<file path="src/design/fewp_map.vh">
`ifndef FEWP_MAP_VH
`define FEWP_MAP_VH

// ----------------------------------------
// Opcodes
// ----------------------------------------
`define FEWP_OP_ERASE_4K 8'h20
`define FEWP_OP_ERASE_32K 8'h52
`define FEWP_OP_ERASE_64K 8'hd8
`define FEWP_OP_CHIP_A 8'h60
`define FEWP_OP_CHIP_B 8'hc7
`define FEWP_OP_LATCH_SET 8'h06
`define FEWP_OP_LATCH_CLR 8'h04

// ----------------------------------------
// Frame layout
// ----------------------------------------
`define FEWP_ADDR_BYTES 3'h3
`define FEWP_BYTE_CNT_MAX 3'h7

// ----------------------------------------
// Erase kinds
// ----------------------------------------
`define FEWP_KIND_4K 2'h0
`define FEWP_KIND_32K 2'h1
`define FEWP_KIND_64K 2'h2
`define FEWP_KIND_CHIP 2'h3

// ----------------------------------------
// Address fields, 1 Mbyte array of 256 sectors of 4 Kbyte
// ----------------------------------------
`define FEWP_SECTOR_W 8
`define FEWP_A_SECTOR_LSB 12
`define FEWP_A_TOP 19
`define FEWP_MASK_4K 24'hfff000
`define FEWP_MASK_32K 24'hff8000
`define FEWP_MASK_64K 24'hff0000
`define FEWP_SPAN_32K 8'h07
`define FEWP_SPAN_64K 8'h0f

// ----------------------------------------
// Protection field positions in the non-volatile word
// ----------------------------------------
`define FEWP_NV_COMPL 5
`define FEWP_NV_GRAN 4
`define FEWP_NV_TOPBOT 3
`define FEWP_NV_LVL_HI 2
`define FEWP_NV_LVL_LO 0
`define FEWP_NV_RST 6'h00

// ----------------------------------------
// Timing
// ----------------------------------------
`define FEWP_CLK_PERIOD_PS 5000
`define FEWP_US_PS 1000000
`define FEWP_CYC_PER_US (`FEWP_US_PS / `FEWP_CLK_PERIOD_PS)
`define FEWP_BLOCK_ERASE_TIME_US 1000
`define FEWP_CHIP_ERASE_TIME_US 4000

`endif

</file>
<file path="src/design/fewp_ctrl.v">
`timescale 1ns/1ps
`include "fewp_map.vh"

// How it works
// - Opcodes 20h, 52h, D8h erase 4K/32K/64K blocks
// - Block erase needs write latch flag set
// - Three address bytes; extra bytes ignored
// - Erase starts at chip-select rise, self-timed
// - Low address bits ignored per block size
// - Short address or odd bit count aborts
// - Protected block: skip erase, go idle
// - Aborted block erase clears write latch flag
// - Busy while erasing; latch flag cleared before end
// - 60h and C7h both mean chip erase
// - Chip erase at chip-select rise, trailing ignored
// - Chip erase refused on odd count or protection
// - Rejected chip erase clears write latch flag
// - Write-type commands need latch flag set first
// - Opcode 06h sets latch flag at release
// - Truncated latch commands leave flag unchanged
// - Opcode 04h clears latch flag at release
// - Protection bits change only by status write or reset
// - Upper fractions protected when bottom select clear
// - Lower fractions protected when bottom select set
// - Level 000 none; 11x whole array, 101 whole array only when granularity bit clear
// - Granularity bit selects 4K-granular small regions
// - Complement bit inverts the protected region
// - Write-lock pin low freezes protection bits

module fewp_ctrl #(
	parameter BLOCK_ERASE_TIME_US = `FEWP_BLOCK_ERASE_TIME_US,
	parameter CHIP_ERASE_TIME_US = `FEWP_CHIP_ERASE_TIME_US,
	parameter TW = 24
) (
	input wire ref_clk,
	input wire resetn,
	input wire sck,
	input wire cs_n,
	input wire mosi,
	input wire wp_n,
	input wire sr_write_strobe,
	input wire [5:0] sr_write_data,
	output reg write_latch_flag_reg,
	output reg busy_reg,
	output reg erase_go_reg,
	output reg [1:0] erase_kind_reg,
	output reg [23:0] erase_addr_reg,
	output reg erase_done_reg,
	output reg cmd_abort_reg,
	output reg sr_write_ack_reg,
	output reg [5:0] prot_bits_reg
);

localparam ST_IDLE = 1'b0;
localparam ST_BUSY = 1'b1;
localparam [TW-1:0] BLK_US = BLOCK_ERASE_TIME_US[TW-1:0];
localparam [TW-1:0] CHIP_US = CHIP_ERASE_TIME_US[TW-1:0];

// ----------------------------------------
// Pin synchronisers
// ----------------------------------------
reg sck_s1_reg;
reg sck_s2_reg;
reg sck_s3_reg;
reg cs_s1_reg;
reg cs_s2_reg;
reg cs_s3_reg;
reg mosi_s1_reg;
reg mosi_s2_reg;
reg wp_s1_reg;
reg wp_s2_reg;

always @(posedge ref_clk or negedge resetn) begin
	if (!resetn) begin
		sck_s1_reg <= 1'b0;
		sck_s2_reg <= 1'b0;
		sck_s3_reg <= 1'b0;
		cs_s1_reg <= 1'b1;
		cs_s2_reg <= 1'b1;
		cs_s3_reg <= 1'b1;
		mosi_s1_reg <= 1'b0;
		mosi_s2_reg <= 1'b0;
		wp_s1_reg <= 1'b0;
		wp_s2_reg <= 1'b0;
	end else begin
		sck_s1_reg <= sck;
		sck_s2_reg <= sck_s1_reg;
		sck_s3_reg <= sck_s2_reg;
		cs_s1_reg <= cs_n;
		cs_s2_reg <= cs_s1_reg;
		cs_s3_reg <= cs_s2_reg;
		mosi_s1_reg <= mosi;
		mosi_s2_reg <= mosi_s1_reg;
		wp_s1_reg <= wp_n;
		wp_s2_reg <= wp_s1_reg;
	end
end

wire sck_rise = sck_s2_reg & ~sck_s3_reg;
wire cs_rise = cs_s2_reg & ~cs_s3_reg;
wire in_frame = ~cs_s2_reg;

// ----------------------------------------
// Frame shifter: opcode, then three address bytes
// ----------------------------------------
reg [2:0] bit_cnt_reg;
reg [2:0] byte_cnt_reg;
reg [6:0] shift_reg;
reg [7:0] opcode_reg;
reg [23:0] addr_reg;
wire [7:0] byte_in = {shift_reg, mosi_s2_reg};

always @(posedge ref_clk or negedge resetn) begin
	if (!resetn) begin
		bit_cnt_reg <= 3'h0;
		byte_cnt_reg <= 3'h0;
		shift_reg <= 7'h00;
		opcode_reg <= 8'h00;
		addr_reg <= 24'h000000;
	end else if (!in_frame) begin
		bit_cnt_reg <= 3'h0;
		byte_cnt_reg <= 3'h0;
	end else if (sck_rise) begin
		shift_reg <= byte_in[6:0];
		bit_cnt_reg <= bit_cnt_reg + 3'h1;
		if (bit_cnt_reg == 3'h7) begin
			if (byte_cnt_reg != `FEWP_BYTE_CNT_MAX) begin
				byte_cnt_reg <= byte_cnt_reg + 3'h1;
			end
			if (byte_cnt_reg == 3'h0) begin
				opcode_reg <= byte_in;
			end else if (byte_cnt_reg <= `FEWP_ADDR_BYTES) begin
				addr_reg <= {addr_reg[15:0], byte_in};
			end
			// Later bytes are dropped
		end
	end
end

// ----------------------------------------
// Frame qualification at chip-select release
// ----------------------------------------
wire opcode_done = (byte_cnt_reg != 3'h0);
wire on_boundary = (bit_cnt_reg == 3'h0);
wire frame_ok = opcode_done && on_boundary;
wire addr_done = (byte_cnt_reg > `FEWP_ADDR_BYTES);

wire op_blk4 = (opcode_reg == `FEWP_OP_ERASE_4K);
wire op_blk32 = (opcode_reg == `FEWP_OP_ERASE_32K);
wire op_blk64 = (opcode_reg == `FEWP_OP_ERASE_64K);
wire op_block = op_blk4 | op_blk32 | op_blk64;
wire op_chip = (opcode_reg == `FEWP_OP_CHIP_A) | (opcode_reg == `FEWP_OP_CHIP_B);
wire op_set = (opcode_reg == `FEWP_OP_LATCH_SET);
wire op_clr = (opcode_reg == `FEWP_OP_LATCH_CLR);

// ----------------------------------------
// Block range in 4 Kbyte sectors
// ----------------------------------------
function [7:0] fewp_blk_span;
	input [1:0] kind;
	begin
		case (kind)
			`FEWP_KIND_32K: fewp_blk_span = `FEWP_SPAN_32K;
			`FEWP_KIND_64K: fewp_blk_span = `FEWP_SPAN_64K;
			default: fewp_blk_span = 8'h00;
		endcase
	end
endfunction

function [23:0] fewp_blk_mask;
	input [1:0] kind;
	begin
		case (kind)
			`FEWP_KIND_4K: fewp_blk_mask = `FEWP_MASK_4K;
			`FEWP_KIND_32K: fewp_blk_mask = `FEWP_MASK_32K;
			`FEWP_KIND_64K: fewp_blk_mask = `FEWP_MASK_64K;
			default: fewp_blk_mask = 24'h000000;
		endcase
	end
endfunction

wire [1:0] blk_kind = op_blk64 ? `FEWP_KIND_64K : (op_blk32 ? `FEWP_KIND_32K : `FEWP_KIND_4K);
wire [23:0] blk_addr = addr_reg & fewp_blk_mask(blk_kind);
wire [7:0] blk_lo = blk_addr[`FEWP_A_TOP:`FEWP_A_SECTOR_LSB];
wire [7:0] blk_hi = blk_lo | fewp_blk_span(blk_kind);

// ----------------------------------------
// Protection decode
// ----------------------------------------
wire [7:0] prot_lo;
wire [7:0] prot_hi;
wire prot_none;

fewp_prot_decode u_prot (
	.protect_complement(prot_bits_reg[`FEWP_NV_COMPL]),
	.sector_granularity(prot_bits_reg[`FEWP_NV_GRAN]),
	.top_bottom_select(prot_bits_reg[`FEWP_NV_TOPBOT]),
	.protect_level(prot_bits_reg[`FEWP_NV_LVL_HI:`FEWP_NV_LVL_LO]),
	.lo(prot_lo),
	.hi(prot_hi),
	.none(prot_none)
);

wire blk_protected = !prot_none && (blk_lo <= prot_hi) && (blk_hi >= prot_lo);
wire chip_protected = !prot_none;

// ----------------------------------------
// Erase timer
// ----------------------------------------
reg timer_start_reg;
reg [TW-1:0] timer_dur_reg;
wire timer_running;
wire timer_done;

fewp_erase_timer #(
	.DIV(`FEWP_CYC_PER_US),
	.TW(TW)
) u_timer (
	.ref_clk(ref_clk),
	.resetn(resetn),
	.start(timer_start_reg),
	.dur_us(timer_dur_reg),
	.running_reg(timer_running),
	.done_reg(timer_done)
);

// ----------------------------------------
// Command decision and erase sequencing
// ----------------------------------------
reg state_reg;
reg state_next;
reg write_latch_flag_next;
reg go_next;
reg abort_next;
reg [1:0] kind_next;
reg [23:0] eaddr_next;
reg [TW-1:0] dur_next;

always @* begin
	state_next = state_reg;
	write_latch_flag_next = write_latch_flag_reg;
	go_next = 1'b0;
	abort_next = 1'b0;
	kind_next = erase_kind_reg;
	eaddr_next = erase_addr_reg;
	dur_next = timer_dur_reg;
	case (state_reg)
		ST_IDLE: begin
			if (sr_write_strobe && write_latch_flag_reg && wp_s2_reg) begin
				write_latch_flag_next = 1'b0;
			end
			if (cs_rise) begin
				if (op_set && frame_ok) begin
					write_latch_flag_next = 1'b1;
				end else if (op_clr && frame_ok) begin
					write_latch_flag_next = 1'b0;
				end else if (op_block && opcode_done && write_latch_flag_reg) begin
					if (!frame_ok || !addr_done || blk_protected) begin
						write_latch_flag_next = 1'b0;
						abort_next = 1'b1;
					end else begin
						go_next = 1'b1;
						kind_next = blk_kind;
						eaddr_next = blk_addr;
						dur_next = BLK_US;
						state_next = ST_BUSY;
					end
				end else if (op_chip && opcode_done && write_latch_flag_reg) begin
					if (!frame_ok || chip_protected) begin
						write_latch_flag_next = 1'b0;
						abort_next = 1'b1;
					end else begin
						go_next = 1'b1;
						kind_next = `FEWP_KIND_CHIP;
						eaddr_next = 24'h000000;
						dur_next = CHIP_US;
						state_next = ST_BUSY;
					end
				end
			end
		end
		ST_BUSY: begin
			// Latch flag drops once the erase is under way
			if (timer_running) begin
				write_latch_flag_next = 1'b0;
			end
			if (timer_done) begin
				state_next = ST_IDLE;
			end
		end
		default: begin
			state_next = ST_IDLE;
		end
	endcase
end

always @(posedge ref_clk or negedge resetn) begin
	if (!resetn) begin
		state_reg <= ST_IDLE;
		write_latch_flag_reg <= 1'b0;
		busy_reg <= 1'b0;
		erase_go_reg <= 1'b0;
		erase_kind_reg <= `FEWP_KIND_4K;
		erase_addr_reg <= 24'h000000;
		erase_done_reg <= 1'b0;
		cmd_abort_reg <= 1'b0;
		timer_start_reg <= 1'b0;
		timer_dur_reg <= {TW{1'b0}};
	end else begin
		state_reg <= state_next;
		write_latch_flag_reg <= write_latch_flag_next;
		busy_reg <= (state_next == ST_BUSY);
		erase_go_reg <= go_next;
		erase_kind_reg <= kind_next;
		erase_addr_reg <= eaddr_next;
		erase_done_reg <= timer_done;
		cmd_abort_reg <= abort_next;
		timer_start_reg <= go_next;
		timer_dur_reg <= dur_next;
	end
end

// ----------------------------------------
// Non-volatile protection bits
// ----------------------------------------
wire sr_accept = sr_write_strobe && (state_reg == ST_IDLE) && write_latch_flag_reg;
wire sr_unlocked = wp_s2_reg;

always @(posedge ref_clk or negedge resetn) begin
	if (!resetn) begin
		prot_bits_reg <= `FEWP_NV_RST;
		sr_write_ack_reg <= 1'b0;
	end else begin
		sr_write_ack_reg <= sr_accept && sr_unlocked;
		if (sr_accept && sr_unlocked) begin
			prot_bits_reg <= sr_write_data;
		end
	end
end

endmodule // fewp_ctrl

</file>
<file path="src/design/fewp_erase_timer.v">
`timescale 1ns/1ps
`include "fewp_map.vh"

module fewp_erase_timer #(
	parameter DIV = 200,
	parameter TW = 24
) (
	input wire ref_clk,
	input wire resetn,
	input wire start,
	input wire [TW-1:0] dur_us,
	output reg running_reg,
	output reg done_reg
);

reg [15:0] div_reg;
reg [TW-1:0] left_reg;
wire tick;

// ----------------------------------------
// Microsecond enable
// ----------------------------------------
assign tick = (div_reg == DIV[15:0] - 16'h0001);

always @(posedge ref_clk or negedge resetn) begin
	if (!resetn) begin
		div_reg <= 16'h0000;
	end else if (start || tick) begin
		div_reg <= 16'h0000;
	end else begin
		div_reg <= div_reg + 16'h0001;
	end
end

// ----------------------------------------
// Self-timed countdown
// ----------------------------------------
always @(posedge ref_clk or negedge resetn) begin
	if (!resetn) begin
		left_reg <= {TW{1'b0}};
		running_reg <= 1'b0;
		done_reg <= 1'b0;
	end else begin
		done_reg <= 1'b0;
		if (start) begin
			left_reg <= dur_us;
			running_reg <= 1'b1;
		end else if (running_reg && tick) begin
			if (left_reg <= {{(TW-1){1'b0}}, 1'b1}) begin
				left_reg <= {TW{1'b0}};
				running_reg <= 1'b0;
				done_reg <= 1'b1;
			end else begin
				left_reg <= left_reg - {{(TW-1){1'b0}}, 1'b1};
			end
		end
	end
end

endmodule // fewp_erase_timer

</file>
<file path="src/design/fewp_prot_decode.v">
`timescale 1ns/1ps
`include "fewp_map.vh"

module fewp_prot_decode (
	input wire protect_complement,
	input wire sector_granularity,
	input wire top_bottom_select,
	input wire [2:0] protect_level,
	output reg [7:0] lo,
	output reg [7:0] hi,
	output reg none
);

reg [8:0] n;
reg [8:0] n_eff;
reg [8:0] base;
reg [8:0] last;
reg top;

// ----------------------------------------
// Sector count of the plain region, then complement
// ----------------------------------------
always @* begin
	case (protect_level)
		3'h0: n = 9'h000;
		3'h1: n = sector_granularity ? 9'h001 : 9'h010;
		3'h2: n = sector_granularity ? 9'h002 : 9'h020;
		3'h3: n = sector_granularity ? 9'h004 : 9'h040;
		3'h4: n = sector_granularity ? 9'h008 : 9'h080;
		3'h5: n = sector_granularity ? 9'h008 : 9'h100;
		default: n = 9'h100;
	endcase
	n_eff = protect_complement ? (9'h100 - n) : n;
	top = protect_complement ? top_bottom_select : ~top_bottom_select;
	base = 9'h100 - n_eff;
	last = n_eff - 9'h001;
	none = (n_eff == 9'h000);
	lo = top ? base[7:0] : 8'h00;
	hi = top ? 8'hff : last[7:0];
end

endmodule // fewp_prot_decode

</file>
<file path="config.mk">
export PLATFORM = sky130hd
export DESIGN_NAME = fewp_ctrl
export DESIGN_NICKNAME = d
export VERILOG_FILES = /design/src/design/fewp_ctrl.v /design/src/design/fewp_erase_timer.v /design/src/design/fewp_prot_decode.v
export VERILOG_INCLUDE_DIRS = /design/src /design/src/design
export SDC_FILE = /design/constraint.sdc
export NUM_CORES = 1
export LEC_CHECK = 0
export BUFFER_PORTS_ARGS = -buffer_cell sky130_fd_sc_hd__buf_2
export CORE_MARGIN = 2
export CORE_UTILIZATION = 24
export CTS_CLUSTER_DIAMETER = 60
export CTS_CLUSTER_SIZE = 25
export DETAILED_ROUTE_END_ITERATION = 16
export PLACE_DENSITY = 0.42
export SLEW_MARGIN = 0
export SYNTH_ARGS = -nofsm -noshare
export SYNTH_HDL_FRONTEND = slang
export SYNTH_HIERARCHICAL = 1
export SYNTH_SLANG_ARGS = --single-unit
</file>
<file path="constraint.sdc">
create_clock -name ref_clk -period 4 [get_ports ref_clk]
set_input_delay 0.6 -clock ref_clk [delete_from_list [all_inputs] [get_ports ref_clk]]
set_output_delay 0.6 -clock ref_clk [all_outputs]
set_load 0.005 [all_outputs]
</file>
==> summary.txt <==
Outcome
  • Status: finished, final reports clean

Layout
  • Ant diodes: 0
  • Non-filler instance count after layout: 1,238
  • Sequential Area: between 3000 and 4000 sq um
  • Final Cell Area: about 8900 sq um
  • # fillers: roughly 3,100
  • Final #Nets: about 880
  • Synthesis-to-finish area growth: 23.4%
  • Share of cells above drive strength 1: 0.256
  • Multi-input logic area: 3860 sq um

STA
  • Tcrit/Tclk final: 0.984
  • Clock Skew: roughly 14 ps
  • Measured slew at the worst slew-check pin: roughly 800 ps
  • Hold Fails Final Rpt: 0
  • Final setup margin: approximately 65 ps
  • Max-slew violations: 0
  • Hold WS: 206 ps
  • Minimum clock period: between 3000 and 4000 ps
  • RSZ-0062 raised after global routing: true
  • Fmax: 254 MHz
  • Final setup violation count: 0
  • Worst slew margin: 0.462

Synth
  • Number of synthesized flops with an enable pin: 0
  • Synth top area cells: dfrtp_1 43%, mux2_2 6.9%, ha_1 4.8%, nor2_1 3.3%, nand2_1 3.1%
  • Most frequent cells after synthesis: 123 x dfrtp_1, 63 x nor2_1, 60 x nand2_1
  • Syn Std Cell Area: 7230 sq um
  • Post-synthesis sequential element count: 126
  • Ys flop type: dfrtp_1
  • Synth Area per Inst: just under 10 sq um
  • Post-synthesis sequential area ratio: 0.437
  • Synthesized instance count: between 700 and 800
  • Synth area leader: dfrtp_1
  • Yosys top cell area share: 0.426
  • Netlist cell types: 82
  • Most frequent cell after synthesis: dfrtp_1
  • Async SR Flop Fraction: 1.00
  • Yosys warns: 6

Clock network
  • Clk buf depth: 2
  • Clk root buf: clkbuf_16
  • Inserted Clock Buffers: 17
  • Max H-tree Level: 4
  • Worst-path clk slew: approximately 60 ps
  • CTS tree: built
  • Clock insertion delay at the later pin of the skew report: 420 ps
  • Clock sinks: 126

Floorplan
  • Die height: 178 um
  • Width of the die: 178 um
  • Die Area: approximately 32,000 sq um
  • Row cnt: between 60 and 70
  • Core Box Area: just under 30,000 sq um
  • Initial core utilization: 0.244
  • Io pins: 51

Worst hold path
  • Worst min-delay path class: in2async

Placement
  • Placed cell areas: approximately 8200 sq um
  • HPWL Detailed: around 13 mm
  • Dpl cells: ~1,200
  • Number of buffers added on ports: 38
  • Placer congestion estimate: between 0.7 and 0.8
  • DP Worst Slack: -120 ps

Power and ir drop
  • Power per standard cell area: about 470 nW/um^2
  • Max VDD drop: roughly 0.36 mV
  • Total power: between 4 and 5 mW
  • Leak: approximately 4.0 nW

Setup path
  • Critical path required time: about 4300 ps
  • Worst setup startpoint: prot_bits_reg[4]
  • Worst setup SP type: flop
  • Crit-path max FO: 8
  • Arrival time at the worst endpoint: around 4200 ps
  • Reg-to-Reg Start: prot_bits_reg[4]
  • Setup CP Type: reg2reg
  • Setup crit end kind: flop

Global route
  • Largest net degree at the start of global routing: 77
  • Number of global-route vias before repair: 5,563
  • First-pass GRT wire length: ~30 mm
  • Initial antenna violation count: 0
  • Total track usage: 0.122
  • GRT Residual Overflow: 0

Detailed routing
  • Via density: around 4.6
  • Routed Antenna Nets: 0
  • Final wirelength: about 18 mm
  • Remaining DRCs: 0
  • 1st-iter DRT viols: ~340
  • DR WL/cell: 14.7 um
  • DR vias: roughly 5,700
  • Drt first pass iters: 4

Job
  • Max-Cap Viols: 0
==> where the power goes <==
| group | internal (mW) | switching [mW] | total, mW |
|---|---|---|---|
| combinational | 0.560 | 0.596 | 1.16 |
| sequential | 1.33 | 0.0582 | 1.39 |
| clock | 1.02 | 0.597 | 1.61 |
==> cell usage in the layout, fill, tap and decap left out, types with 6 or more instances in the layout <==
cell / n
xnor2_1: 7
nand2b_1: 15
inv_1: 37
o211ai_1: 8
buf_4: 56
xor2_1: 12
mux2_2: 44
dfrtp_1: 121
buf_2: 37
clkinvlp_4: 6
a22oi_1: 6
conb_1: 28
nor2b_1: 15
o31ai_1: 6
clkbuf_16: 17
a21oi_1: 36
ha_1: 24
nor4_1: 15
a22o_1: 10
nor2_1: 62
nor3_1: 13
nand3_1: 18
nand4_1: 13
mux2i_1: 7
o21ai_0: 27
and2_1: 8
and3_1: 7
nand2_1: 58
o21ai_1: 6
==> per-layer routing <==
layer / share of wire / vias to the layer above / GRT usage
met3: 0.029 / 12 / 0.0244
met4: 0.014 / 0 / 0.0437
met2: 0.47 / 88 / 0.189
met1: 0.49 / 2737 / 0.169
met5: 0 / - / 0
li1: - / 2818 / -
==> path summary, 6_finish.rpt <==
path	endpoint	slack (ps)	depth (start not counted)
worst max-delay path	erase_addr_reg[19]	60	18
worst min-delay path	sr_write_ack_reg	210	1
worst max register to register	erase_addr_reg[19]	60	18
worst min register to register	sck_s2_reg	350	0
max in group asynchronous	cs_s3_reg	2840	2
min in group ref_clk	cs_s1_reg	270	1
==> through the flow <==
step           utilization  TNS [ps]
2_1_floorplan            -     -1640
3_3_place_gp         0.276      -411
3_5_place_dp         0.276     -1350
4_1_cts              0.299         0
5_1_grt              0.301     -2020
6_report             0.301         0
==> area by class of cell <==
class | count | area share
repair buffers | 97 | 0.0729
flip-flops and latches | 126 | 0.354
well taps | 390 | 0.0547
inverters | 39 | 0.0164
multi-input cells | 554 | 0.433
clock inverters | 12 | 0.0181
clock buffers | 20 | 0.0512
==> cells by family after synthesis <==
| logic type | after synthesis | synth area share |
|---|---|---|
| and+or+nand+nor | 270 | 0.201 |
| AOI/OAI and AO/OA | 154 | 0.146 |
| DFF | 126 | 0.437 |
| buffers and inverters | 87 | 0.0609 |
| muxes | 51 | 0.0782 |
| adders and majority gates | 29 | 0.0500 |
| xor gates and xnor gates | 21 | 0.0275 |
| other | 1 | 0.000519 |
==> critical path: stages (launching register included) <==
cell     delay, ps
dfrtp_2        370
nand2_2         60
or3_4          380
ha_4           220
nand2_2         70
o21a_1         150
ha_2           200
nand3_1         80
and3_1         190
o21ai_1        130
inv_1           60
ha_1           290
and4_1         220
a21oi_1         70
a21oi_1        180
a22oi_2        110
and2_4         180
or4b_4         590
a22o_1         260
==> timing repair <==
action / in CTS / in global routing
pin swaps: 4 / 5
hold buffers: 0 / 0
gates resized for setup: 9 / 10
buffers inserted: 0 / 2
gates cloned: 1 / 1
setup endpoints to repair: 16 / 19
(Power assumes the default switching activity.)
